File: config.mk
export PLATFORM = sky130hd
export DESIGN_NAME = ivas_seq
export DESIGN_NICKNAME = d
export VERILOG_FILES = /design/src/rtl/ivas_pkg.sv /design/src/rtl/ivas_bank_if.sv /design/src/rtl/ivas_bank.sv /design/src/rtl/ivas_seq.sv
export VERILOG_INCLUDE_DIRS = /design/src /design/src/rtl
export SDC_FILE = /design/constraint.sdc
export NUM_CORES = 1
export LEC_CHECK = 0
export ABC_AREA = 0
export ABC_CLOCK_PERIOD_IN_PS = 2180
export BUFFER_PORTS_ARGS = -buffer_cell sky130_fd_sc_hd__clkbuf_2
export CAP_MARGIN = 5
export CELL_PAD_IN_SITES_DETAIL_PLACEMENT = 2
export CELL_PAD_IN_SITES_GLOBAL_PLACEMENT = 2
export CORE_MARGIN = 4
export CORE_UTILIZATION = 33
export CTS_CLUSTER_SIZE = 20
export DETAILED_ROUTE_END_ITERATION = 10
export MAX_ROUTING_LAYER = met4
export PLACE_DENSITY = 0.88
export SLEW_MARGIN = 20
export SYNTH_ARGS = -nofsm -noshare
export SYNTH_HDL_FRONTEND = slang
export SYNTH_SLANG_ARGS = --single-unit
File: constraint.sdc
create_clock -name clock -period 2.18 [get_ports clock]
set_input_delay 0.327 -clock clock [delete_from_list [all_inputs] [get_ports clock]]
set_output_delay 0.327 -clock clock [all_outputs]
set_load 0.005 [all_outputs]
File: src/rtl/ivas_cfg.svh
`ifndef IVAS_CFG_SVH
`define IVAS_CFG_SVH

// Precharge cycles after the data response of a read or a write
// Read precharge kept short so a fetch arriving next stays within seven cycles
`define IVAS_PRE_RD     3'h2
`define IVAS_PRE_WR     3'h3
`define IVAS_PRE_W      3
// Cycles from the row strobe to the first serial shift clock
`define IVAS_TR_CYCLES  3

`endif

File: src/rtl/ivas_pkg.sv
package ivas_pkg;

    typedef enum logic [11:0] {
        ST_IDLE  = 12'h001,
        ST_HOLD  = 12'h002,
        ST_ROW   = 12'h004,
        ST_COL   = 12'h008,
        ST_WAIT  = 12'h010,
        ST_RDY   = 12'h020,
        ST_TR2   = 12'h040,
        ST_TR3   = 12'h080,
        ST_SHIFT = 12'h100,
        ST_BURST = 12'h200,
        ST_PRE   = 12'h400
    } ivas_state_t;

    typedef enum logic [1:0] {
        KIND_READ  = 2'h0,
        KIND_WRITE = 2'h1,
        KIND_INSTR = 2'h2
    } ivas_kind_t;

endpackage : ivas_pkg

File: src/rtl/ivas_bank_if.sv
`timescale 1ns/1ps
interface ivas_bank_if;
    logic shift_req;
    logic serial_shift_clock;
    logic drive;
    modport ctl  (output shift_req, input serial_shift_clock, input drive);
    modport bank (input shift_req, output serial_shift_clock, output drive);
endinterface : ivas_bank_if

File: src/rtl/ivas_bank.sv
`timescale 1ns/1ps
// Serial port of one interleaved bank: shift clock, then word on the bus next cycle
module ivas_bank (
    input  wire logic  clock,
    input  wire logic  rst,
    ivas_bank_if.bank  port
);
    logic sas_q;
    logic sas_d;
    logic drive_q;
    logic drive_d;

    always_comb begin
        sas_d   = port.shift_req;
        drive_d = sas_q;
    end

    always_ff @(posedge clock) begin
        if (rst) begin
            sas_q   <= 1'b0;
            drive_q <= 1'b0;
        end else begin
            sas_q   <= sas_d;
            drive_q <= drive_d;
        end
    end

    assign port.serial_shift_clock   = sas_q;
    assign port.drive = drive_q;

    chk_burst_two_cycle : assert property (@(posedge clock) disable iff (rst)
        $rose(sas_q) |=> drive_q ##1 (drive_q == $past(sas_q)))
        else $error("bank word not valid in second cycle of its access");

endmodule : ivas_bank

File: src/rtl/ivas_seq.sv
`timescale 1ns/1ps
`include "ivas_cfg.svh"
// Notes on behaviour
// - Decode one cycle; load row strobe if selected
// - Row strobe first, mux to column later
// - Column strobe starts read or performs write
// - Burst word valid the cycle after shift
// - Banks alternate, one burst word per cycle
// - Data read takes five cycles
// - Read arriving in second precharge: six cycles
// - Write ready two or three after decode
// - Write during write precharge: up to six
// - Read after write precharge: up to eight
// - Initial instruction access takes six cycles
// - Instruction in precharge: nine or seven
// - Responses valid every cycle, ORed across blocks
// - Light strobe copy times the mux switch
// - Column address settles before column strobe
// - Read ready two cycles after column state
module ivas_seq #(
    parameter int NUM_BANKS = 2
) (
    input  wire logic                 clock,
    input  wire logic                 rst,
    input  wire logic                 req_valid,
    input  wire logic                 req_sel,
    input  wire logic                 req_write,
    input  wire logic                 req_instr,
    input  wire logic                 req_burst,
    input  wire logic                 write_slow,
    input  wire logic                 dly_tap,
    input  wire logic                 resp_in,
    output logic                      ras_n,
    output logic                      ras_copy_n,
    output logic                      mux_col,
    output logic                      cas_n,
    output logic                      we_n,
    output logic                      tr_n,
    output logic [NUM_BANKS-1:0]      serial_shift_clock,
    output logic [NUM_BANKS-1:0]      bank_oe,
    output logic                      data_ready,
    output logic                      instr_ready,
    output logic                      resp_out
);

    ////////////////////////////////////////////////////////////////////////////
    ivas_pkg::ivas_state_t state_q;
    ivas_pkg::ivas_state_t state_d;
    ivas_pkg::ivas_kind_t  kind_q;
    ivas_pkg::ivas_kind_t  kind_d;
    logic [2:0]            pc_q;
    logic [2:0]            pc_d;
    logic                  phase_q;
    logic                  phase_d;
    logic                  ras_n_q;
    logic                  ras_n_d;
    logic                  cas_n_q;
    logic                  cas_n_d;
    logic                  tr_n_q;
    logic                  tr_n_d;
    logic                  we_n_q;
    logic                  we_n_d;
    logic                  accept;
    logic [NUM_BANKS-1:0]  shift_req;
    logic [NUM_BANKS-1:0]  drive;

    function automatic logic holds_row(input ivas_pkg::ivas_state_t s);
        holds_row = (s == ivas_pkg::ST_ROW) || (s == ivas_pkg::ST_COL) ||
                    (s == ivas_pkg::ST_WAIT) || (s == ivas_pkg::ST_RDY) ||
                    (s == ivas_pkg::ST_TR2) || (s == ivas_pkg::ST_TR3) ||
                    (s == ivas_pkg::ST_SHIFT) || (s == ivas_pkg::ST_BURST);
    endfunction : holds_row

    function automatic ivas_pkg::ivas_kind_t decode_kind(input logic wr, input logic ins);
        if (ins) begin
            decode_kind = ivas_pkg::KIND_INSTR;
        end else if (wr) begin
            decode_kind = ivas_pkg::KIND_WRITE;
        end else begin
            decode_kind = ivas_pkg::KIND_READ;
        end
    endfunction : decode_kind

    // Request held by the processor until its ready, so no capture needed
    assign accept = req_valid && req_sel;

    ////////////////////////////////////////////////////////////////////////////
    always_comb begin
        state_d = state_q;
        kind_d  = kind_q;
        pc_d    = (pc_q != 3'h0) ? pc_q - 3'h1 : 3'h0;
        phase_d = phase_q;
        case (state_q)
            ivas_pkg::ST_IDLE: begin
                if (accept) begin
                    kind_d  = decode_kind(req_write, req_instr);
                    state_d = ivas_pkg::ST_ROW;
                end
            end
            ivas_pkg::ST_PRE: begin
                // Decode overlaps precharge; the row cycle waits for it to end
                if (accept) begin
                    kind_d  = decode_kind(req_write, req_instr);
                    state_d = (pc_d == 3'h0) ? ivas_pkg::ST_ROW : ivas_pkg::ST_HOLD;
                end else if (pc_d == 3'h0) begin
                    state_d = ivas_pkg::ST_IDLE;
                end
            end
            ivas_pkg::ST_HOLD: begin
                if (pc_d == 3'h0) begin
                    state_d = ivas_pkg::ST_ROW;
                end
            end
            ivas_pkg::ST_ROW: begin
                state_d = (kind_q == ivas_pkg::KIND_INSTR) ? ivas_pkg::ST_TR2 : ivas_pkg::ST_COL;
            end
            ivas_pkg::ST_COL: begin
                if (kind_q == ivas_pkg::KIND_WRITE && !write_slow) begin
                    state_d = ivas_pkg::ST_PRE;
                    pc_d    = `IVAS_PRE_WR;
                end else begin
                    state_d = ivas_pkg::ST_WAIT;
                end
            end
            ivas_pkg::ST_WAIT: begin
                if (kind_q == ivas_pkg::KIND_WRITE) begin
                    state_d = ivas_pkg::ST_PRE;
                    pc_d    = `IVAS_PRE_WR;
                end else begin
                    state_d = ivas_pkg::ST_RDY;
                end
            end
            ivas_pkg::ST_RDY: begin
                state_d = ivas_pkg::ST_PRE;
                pc_d    = `IVAS_PRE_RD;
            end
            ivas_pkg::ST_TR2: begin
                state_d = ivas_pkg::ST_TR3;
            end
            ivas_pkg::ST_TR3: begin
                state_d = ivas_pkg::ST_SHIFT;
            end
            ivas_pkg::ST_SHIFT: begin
                state_d = ivas_pkg::ST_BURST;
                phase_d = 1'b1;
            end
            ivas_pkg::ST_BURST: begin
                phase_d = ~phase_q;
                if (!req_burst) begin
                    state_d = ivas_pkg::ST_PRE;
                    pc_d    = `IVAS_PRE_RD;
                end
            end
            default: begin
                state_d = ivas_pkg::ST_IDLE;
            end
        endcase
    end

    ////////////////////////////////////////////////////////////////////////////
    // Strobes are registered from the next state so they switch at the edge
    always_comb begin
        ras_n_d = !holds_row(state_d);
        cas_n_d = !(state_d == ivas_pkg::ST_COL || state_d == ivas_pkg::ST_WAIT ||
                    state_d == ivas_pkg::ST_RDY);
        we_n_d  = !(kind_d == ivas_pkg::KIND_WRITE && holds_row(state_d));
        // Transfer ends a cycle before the first shift for its setup time
        tr_n_d  = !(state_d == ivas_pkg::ST_ROW || state_d == ivas_pkg::ST_TR2) ||
                  (kind_d != ivas_pkg::KIND_INSTR);
    end

    always_ff @(posedge clock) begin
        if (rst) begin
            state_q <= ivas_pkg::ST_IDLE;
            kind_q  <= ivas_pkg::KIND_READ;
            pc_q    <= 3'h0;
            phase_q <= 1'b0;
            ras_n_q <= 1'b1;
            cas_n_q <= 1'b1;
            we_n_q  <= 1'b1;
            tr_n_q  <= 1'b1;
        end else begin
            state_q <= state_d;
            kind_q  <= kind_d;
            pc_q    <= pc_d;
            phase_q <= phase_d;
            ras_n_q <= ras_n_d;
            cas_n_q <= cas_n_d;
            we_n_q  <= we_n_d;
            tr_n_q  <= tr_n_d;
        end
    end

    ////////////////////////////////////////////////////////////////////////////
    genvar b;
    generate
        for (b = 0; b < NUM_BANKS; b++) begin : g_bank
            ivas_bank_if bif ();
            assign bif.shift_req = (state_d == ivas_pkg::ST_SHIFT && b == 0) ||
                                   (state_d == ivas_pkg::ST_BURST && phase_d == 1'(b));
            assign shift_req[b]  = bif.shift_req;
            assign serial_shift_clock[b]        = bif.serial_shift_clock;
            assign drive[b]      = bif.drive;
            ivas_bank u_bank (
                .clock (clock),
                .rst   (rst),
                .port  (bif.bank)
            );
        end
    endgenerate

    // Copy not loaded by the array, so the delay line sees an early clean edge
    assign ras_n      = ras_n_q;
    assign ras_copy_n = ras_n_q;
    assign mux_col    = !ras_n_q && dly_tap;
    assign cas_n      = cas_n_q;
    assign we_n       = we_n_q;
    assign tr_n       = tr_n_q;
    assign bank_oe    = drive;

    // Every cycle defined; response combined with other blocks here
    assign data_ready  = (state_q == ivas_pkg::ST_RDY) ||
                         (kind_q == ivas_pkg::KIND_WRITE &&
                          ((state_q == ivas_pkg::ST_COL && !write_slow) ||
                           state_q == ivas_pkg::ST_WAIT));
    assign instr_ready = |drive;
    assign resp_out    = data_ready || instr_ready || resp_in;

    ////////////////////////////////////////////////////////////////////////////
    chk_decode_load : assert property (@(posedge clock) disable iff (rst)
        (state_q == ivas_pkg::ST_IDLE && req_valid && !req_sel) |=> ras_n)
        else $error("row strobe loaded for unselected address");
    chk_mux_after_ras : assert property (@(posedge clock) disable iff (rst)
        mux_col |-> !ras_copy_n)
        else $error("mux switched to column without row strobe");
    chk_col_next : assert property (@(posedge clock) disable iff (rst)
        ($fell(ras_n) && kind_q != ivas_pkg::KIND_INSTR) |=> !cas_n)
        else $error("column strobe not in cycle after row cycle");
    chk_read_five : assert property (@(posedge clock) disable iff (rst)
        (state_q == ivas_pkg::ST_IDLE && accept && !req_write && !req_instr)
        |-> !data_ready [*4] ##1 data_ready)
        else $error("data read not five cycles");
    chk_read_gap : assert property (@(posedge clock) disable iff (rst)
        ($fell(cas_n) && kind_q == ivas_pkg::KIND_READ) |-> !data_ready ##1 !data_ready ##1 data_ready)
        else $error("read ready not two cycles after column state");
    chk_write_ready : assert property (@(posedge clock) disable iff (rst)
        (state_q == ivas_pkg::ST_IDLE && accept && req_write && !req_instr) |-> ##[2:3] data_ready)
        else $error("write ready late");
    chk_pc2_read : assert property (@(posedge clock) disable iff (rst)
        (state_q == ivas_pkg::ST_PRE && pc_q == 3'h2 && accept && !req_write && !req_instr)
        |-> ##5 data_ready)
        else $error("read from second precharge not six cycles");
    chk_pre_write : assert property (@(posedge clock) disable iff (rst)
        (state_q == ivas_pkg::ST_PRE && accept && !req_instr) |-> ##[2:7] data_ready)
        else $error("access after precharge too long");
    chk_instr_six : assert property (@(posedge clock) disable iff (rst)
        (state_q == ivas_pkg::ST_IDLE && accept && req_instr) |-> !instr_ready [*5] ##1 instr_ready)
        else $error("initial instruction access not six cycles");
    chk_bank_alt : assert property (@(posedge clock) disable iff (rst)
        (state_q == ivas_pkg::ST_BURST && req_burst) |=> (instr_ready && (serial_shift_clock[0] != serial_shift_clock[1])))
        else $error("burst banks not alternating");
    chk_resp_or : assert property (@(posedge clock) disable iff (rst)
        resp_in |-> resp_out)
        else $error("other block response lost");

endmodule : ivas_seq
* Word level (Yosys, flattened, before mapping)
Cells that the tools add are included.
Storage, ports and cells: register bits 26, input bits 10, output and inout bits 13, word-level logic and storage cells 92
Operators by class: add/sub/neg operators 1, equality and inequality tests 23, muxes and demuxes 20, bitwise logic cells 2, reduce and logical (&&, ||, !) cells 34
Operators by type and width (count):
- $pmux 12 s11 | 1
- $mux 12 | 5
- $eq 12x10->1 const B | 2
- $eq 12x3->1 const B | 2
- $eq 12x4->1 const B | 2
- $eq 12x5->1 const B | 2
- $eq 12x6->1 const B | 2
- $eq 12x7->1 const B | 2
- $eq 12x8->1 const B | 2
- $eq 12x9->1 const B | 2
- $mux 11 | 2
- $logic_or 1x1->1 | 16
- $mux 3 | 5
- $eq 12x1->1 const B | 1
- $eq 12x11->1 const B | 1
- $eq 12x2->1 const B | 1
- $pmux 3 s4 | 1
- $logic_and 1x1->1 | 8
- $mux 7 | 1
- $logic_not 1->1 | 6
- $mux 2 | 3
- $eq 2x1->1 const B | 2
- $reduce_or 2->1 | 2
- $logic_not 3->1 | 1
- 7 further kinds | 8

* Logic depth before layout (Yosys ltp)
word-level depth 16, depth in mapped cells 6, mapped depth without buffers 5

* Modules after synthesis
A second synthesis with hierarchy kept.
Unflattened totals: cell total of the unflattened synthesis 168, area, all modules 1500.2 sq um
By module, submodules not included:
- ivas_seq | times used 1, cells an instance 160, area each 1395.1 sq um, sequential area each 440.4 sq um
- ivas_bank | times used 2, cells an instance 4, area each 52.6 sq um, sequential area each 40.0 sq um

* Worst setup path before layout
No wires, ideal clock.
path type register to output, start register state_q[4], end output port resp_out, data arrival time 1.453 ns, data required time 1.853 ns, setup slack 0.400 ns, cell stages (with the launch flop) 6, path buffers 1, cells stage by stage dfxtp_1 -> nor4_1 -> buf_2 -> nand4_2 -> o221ai_1 -> or3_1
Between the ends: longest elaborated chain between the ends 7, elaborated cells on any way between the ends 9, classes of those cells eq/ne (3); reduce/logical (6)
Ends and longest elaborated chain:
- start, declared | RTL line ivas_seq.sv:47 | ivas_pkg::ivas_state_t state_q;
- start signal, assigned | RTL line ivas_seq.sv:174 | state_q <= ivas_pkg::ST_IDLE;
- start signal, assigned | RTL line ivas_seq.sv:183 | state_q <= state_d;
- $eq 12x4->1 | RTL line ivas_seq.sv:224 | ((state_q == ivas_pkg::ST_COL && !write_slow) ||
- $logic_and 1x1->1 | RTL line ivas_seq.sv:224
- $logic_or 1x1->1 | RTL line ivas_seq.sv:224
- $logic_and 1x1->1 | RTL line ivas_seq.sv:223 | (kind_q == ivas_pkg::KIND_WRITE &&
- $logic_or 1x1->1 * | RTL line ivas_seq.sv:222 | assign data_ready = (state_q == ivas_pkg::ST_RDY) ||
- via data_ready | RTL line ivas_seq.sv:41 | output logic data_ready,
- $logic_or 1x1->1 * (2 in series) | RTL line ivas_seq.sv:227 | assign resp_out = data_ready || instr_ready || resp_in;
- end, declared | RTL line ivas_seq.sv:43 | output logic resp_out
The timed path passes the listed nets; every way through them passes the cells marked *.

* Final worst setup path
start register state_q[5], end output port resp_out
Between the ends: longest elaborated chain between the ends 7, elaborated cells on any way between the ends 9, classes of those cells eq/ne (3); reduce/logical (6)
Ends and longest elaborated chain (RTL line):
- $eq 12x4->1 | ivas_seq.sv:224
- $logic_and 1x1->1 | ivas_seq.sv:224
- $logic_or 1x1->1 | ivas_seq.sv:224
- $logic_and 1x1->1 | ivas_seq.sv:223
- $logic_or 1x1->1 * | ivas_seq.sv:222
- $logic_or 1x1->1 * (2 in series) | ivas_seq.sv:227
Mark *: on every way between the ends. The rest lies on a longest branch, timed or not.

==> metrics.txt <==
# TYPE chip_impl_metric gauge
chip_impl_metric{name="grt_util_all_layers",unit="%"} 18.61
chip_impl_info{name="worst_setup_path_start_kind",value="flop"} 1
chip_impl_metric{name="met3_wirelength",unit="µm"} 225
chip_impl_metric{name="worst_clk_skew",unit="ps"} 1.606
chip_impl_metric{name="postLayoutCoreUtil",unit="%"} 43.93
chip_impl_metric{name="sequentialPowerShare",unit="%"} 53.5
chip_impl_metric{name="grt_remaining_overflow",unit=""} 0
chip_impl_info{name="top_layer_used",value="met4"} 1
chip_impl_metric{name="slew-limit-headroom",unit="%"} 62.43
chip_impl_info{name="critical_path_top_delay_cell",value="sky130_fd_sc_hd__nor3_1"} 1
chip_impl_metric{name="placementRows",unit=""} 22
chip_impl_metric{name="detail_route.vias_per_cell",unit=""} 5.751
chip_impl_info{name="status",value="finished with violations"} 1
chip_impl_metric{name="syn2layout_area_growth",unit="%"} 25.50
chip_impl_metric{name="h-tree-depth",unit=""} 1
chip_impl_metric{name="layout-drive-gt1-share",unit="%"} 36.46
chip_impl_metric{name="num-fill-cells",unit=""} 424
chip_impl_metric{name="power",unit="mW"} 0.9069
chip_impl_info{name="failed_checks",value="setup timing"} 1
chip_impl_metric{name="syn_inst",unit=""} 147
chip_impl_metric{name="dieArea",unit="µm²"} 5076
chip_impl_metric{name="route.vias.total",unit=""} 1317
chip_impl_metric{name="antenna_nets_post_route",unit=""} 0
chip_impl_metric{name="floorplan.core_area",unit="µm²"} 3771
chip_impl_metric{name="share_comb_of_total_power",unit="%"} 9.5
chip_impl_metric{name="clock_period_minus_final_worst_setup_slack",unit="ps"} 2311
chip_impl_metric{name="grt_pass1_vias",unit=""} 1396
chip_impl_metric{name="post_drt_wl_per_cell",unit="µm"} 22.43
chip_impl_metric{name="final_net_count",unit=""} 192
chip_impl_metric{name="yosysWarnings",unit=""} 0
chip_impl_metric{name="cap_violations",unit=""} 0
chip_impl_info{name="grt_setup_unrepaired",value="true"} 1
chip_impl_metric{name="clkTransAtPathRegs",unit="ps"} 100
chip_impl_metric{name="tightestPinTransition",unit="ps"} 559.3
chip_impl_metric{name="initial_core_utilization",unit="%"} 35.00
chip_impl_info{name="critPathKind",value="flop to output pin"} 1
chip_impl_metric{name="io_buffers",unit=""} 22
chip_impl_metric{name="first_iter_violations",unit=""} 49
chip_impl_metric{name="post_synth_instance_area",unit="µm²"} 1320
chip_impl_metric{name="tritoncts.num_buffers",unit=""} 3
chip_impl_metric{name="routedLengthMet1",unit="mm"} 2.275
chip_impl_info{name="synth_top_flop_cell",value="sky130_fd_sc_hd__dfxtp_1"} 1
chip_impl_metric{name="net_load_switching_power",unit="mW"} 0.2296
chip_impl_metric{name="half_perimeter_wire_length_of_the_detailed_placement_result",unit="mm"} 3.305
chip_impl_metric{name="grt_pass1_wl",unit="mm"} 7.176
chip_impl_metric{name="die_w",unit="µm"} 71.25
chip_impl_metric{name="asyncSetResetFlopFracSynth",unit="%"} 0
chip_impl_metric{name="synth-seq-area-share",unit="%"} 39.43
chip_impl_metric{name="number_of_enable_flip_flop_cells_after_synthesis",unit=""} 0
chip_impl_metric{name="worstPathMaxFanout",unit=""} 5
chip_impl_metric{name="setup_total_negative_slack",unit="ps"} -431.8
chip_impl_metric{name="drtPass1Iterations",unit=""} 4
chip_impl_metric{name="wl_met2",unit="mm"} 2.540
chip_impl_metric{name="timing_hold_violations_final",unit=""} 0
chip_impl_metric{name="netlist.area_leader.share",unit="%"} 39.43
chip_impl_metric{name="post-route-worst-setup-slack",unit="ps"} -131.0
chip_impl_metric{name="antenna_found_initial",unit=""} 0
chip_impl_metric{name="cts_num_sinks",unit=""} 26
chip_impl_metric{name="slew_viol_final",unit=""} 0
chip_impl_metric{name="power.density_cell_area",unit="nW/µm²"} 547.5
chip_impl_info{name="synth.area.top_cells",value="sky130_fd_sc_hd__dfxtp_1 39%, sky130_fd_sc_hd__a21oi_1 3.8%, sky130_fd_sc_hd__nand3_1 3.4%, sky130_fd_sc_hd__buf_4 3.4%, sky130_fd_sc_hd__nor4b_1 3.3%"} 1
chip_impl_metric{name="fin_worst_hold_slack",unit="ps"} 285.5
chip_impl_info{name="hp-class",value="input port to flop"} 1
chip_impl_metric{name="synth_cell_types",unit=""} 52
chip_impl_metric{name="final-setup-viol-count",unit=""} 6
chip_impl_metric{name="clock_insertion_delay_worst_skew",unit="ps"} 280
chip_impl_metric{name="p_clk_share",unit="%"} 37.0
chip_impl_metric{name="synth.ff_latch_count",unit=""} 26
chip_impl_metric{name="power_report.internal_total",unit="mW"} 0.6773
chip_impl_metric{name="switching_share",unit="%"} 25.31
chip_impl_metric{name="fmax",unit="MHz"} 432.7
chip_impl_metric{name="cp_data_arrival_time",unit="ps"} 1980
chip_impl_metric{name="drc_violations",unit=""} 0
chip_impl_metric{name="timing.critical_path.slowest_cell_delay",unit="ps"} 510
chip_impl_metric{name="globalplace.congestion",unit=""} 0.9155
chip_impl_info{name="worst_setup_path_end_kind",value="output pin"} 1
chip_impl_metric{name="grt_start_max_net_pins",unit=""} 15
chip_impl_metric{name="irDropWorstVdd",unit="µV"} 208.1
chip_impl_info{name="critical_path.cell_chain",value="nor3_1, nand4_1, o221ai_2, or3_1, buf_2"} 1
chip_impl_metric{name="pin_count",unit=""} 23
chip_impl_info{name="clk_root_buffer_cell",value="sky130_fd_sc_hd__clkbuf_8"} 1
chip_impl_metric{name="syn_nets",unit=""} 157
chip_impl_metric{name="postCtsHoldBufs",unit=""} 0
chip_impl_info{name="synth_top_area_cell",value="sky130_fd_sc_hd__dfxtp_1"} 1
chip_impl_info{name="tritoncts",value="built"} 1
chip_impl_metric{name="drt_wl_total",unit="mm"} 5.137
chip_impl_metric{name="max-clock-path-buffers",unit=""} 2
chip_impl_metric{name="p_leak",unit="nW"} 0.6430
chip_impl_metric{name="critical_path_required",unit="ps"} 1850
chip_impl_metric{name="synth.avg_cell_area",unit="µm²"} 8.980
chip_impl_metric{name="layout_worst_path_cycle_share",unit="%"} 106.0
chip_impl_metric{name="antenna_cells",unit=""} 0
chip_impl_metric{name="fp.dieH",unit="µm"} 71.25
==> sequential cells by signal, summed over array words and instances, names as in the netlist <==
| name | count |
|---|---|
| state_q | 12 |
| pc_q | 3 |
| g_bank.u_bank.port.drive | 2 |
| g_bank.u_bank.port.serial_shift_clock | 2 |
| kind_q | 2 |
| cas_n | 1 |
| phase_q | 1 |
| ras_copy_n | 1 |
| tr_n | 1 |
| we_n | 1 |
==> cells by family (layout without fill, tap and decap cells) <==
kind of cell,after synthesis,after routing,share of synthesized area (%)
AOI/OAI and AO/OA,34,34,18.11
xor gates and xnor gates,3,3,1.991
buffers and inverters,12,46,5.308
DFF,26,26,39.43
muxes,1,1,0.7583
other,1,1,0.2841
and+or+nand+nor,70,70,34.12
==> stage by stage <==
| step | cells | instance area, µm² | setup WS [ps] |
|---|---|---|---|
| 3_5_place_dp | 215 | 1484 | -2.269 |
| 4_1_cts | 220 | 1554 | -13.16 |
| 3_3_place_gp | 215 | 1484 | 237.8 |
| 2_1_floorplan | 147 | 1320 | 399.8 |
| 6_report | 229 | 1657 | -131.0 |
| 5_1_grt | 229 | 1657 | -209.1 |
==> layout make-up <==
cell class,count,area (µm²),area share [%]
Multi-Input combinational cell,109,757.0,45.69
Sequential cell,26,531.8,32.10
Timing Repair Buffer,39,241.5,14.58
Tap cell,48,60.06,3.625
Clock buffer,4,55.05,3.323
Inverter,3,11.26,0.6798
==> power groups by stage <==
| stage | clock, mW | combinational [mW] | sequential [mW] |
|---|---|---|---|
| after CTS | 0.330 | 0.0770 | 0.485 |
| final | 0.336 | 0.0863 | 0.485 |
| after detailed placement | 0 | 0.0739 | 0.496 |
| after global placement | 0 | 0.0703 | 0.495 |
| after floorplan | 0 | 0.0444 | 0.495 |
| after global routing | 0.371 | 0.0916 | 0.486 |
==> repair_timing <==
| item | in CTS | in global routing |
|---|---|---|
| pin swaps | 1 | 4 |
| endpoints found under the setup margin | 3 | 8 |
| buffers inserted | 1 | 8 |
| gates resized for setup | 2 | 11 |
| cloned | 0 | 1 |
==> synth_stat cells (all sizes together) (2+ instances only) <==
cell type and count:
or2 3, and2 3, inv 3, nand2 7, nor4b 6, or3 2, nor4 6, nand4 2
dfxtp 26, buf 8, o21ai 7, nand2b 3, a21oi 10, o2bb2ai 2, nor3 7, a22o 2
nand3 9, and3 4, nor2b 3, xnor2 2, nor2 9, nor3b 3
==> layout by cell type, fill, tap and decap left out, types with 4 or more instances in the layout <==
| master | count |
|---|---|
| sky130_fd_sc_hd__nor4b_1 | 5 |
| sky130_fd_sc_hd__dfxtp_2 | 6 |
| sky130_fd_sc_hd__dfxtp_1 | 19 |
| sky130_fd_sc_hd__nand3_1 | 9 |
| sky130_fd_sc_hd__clkbuf_2 | 21 |
| sky130_fd_sc_hd__buf_4 | 16 |
| sky130_fd_sc_hd__nor2_1 | 9 |
| sky130_fd_sc_hd__a21oi_1 | 10 |
| sky130_fd_sc_hd__clkbuf_8 | 4 |
| sky130_fd_sc_hd__nor3_1 | 7 |
| sky130_fd_sc_hd__nand2_1 | 6 |
| sky130_fd_sc_hd__o21ai_0 | 6 |
==> critical path: cells and delay by family, from the launching register on <==
| kind | cells | cell delay [ps] |
|---|---|---|
| flops | 1 | 380 |
| buf+inv | 1 | 100 |
| simple gates | 3 | 920 |
| compound gates | 1 | 300 |
==> metal layers <==
metal	track usage (%)	vias to the layer above
met5	-	-
met4	8.768	0
met3	3.366	9
met2	31.02	32
met1	21.55	661
li1	-	615
==> final timing paths <==
| check | startpoint | endpoint | slack (ps) | cells after the start |
|---|---|---|---|---|
| worst min-delay path | req_write | kind_q[0] | 290 | 3 |
| worst min register to register | g_bank[1].u_bank.port.serial_shift_clock | g_bank[1].u_bank.port.drive | 480 | 1 |
| worst max register to register | state_q[9] | state_q[10] | -100 | 8 |
| worst max-delay path | state_q[5] | resp_out | -130 | 5 |
Power figures use the tool's default switching activity.
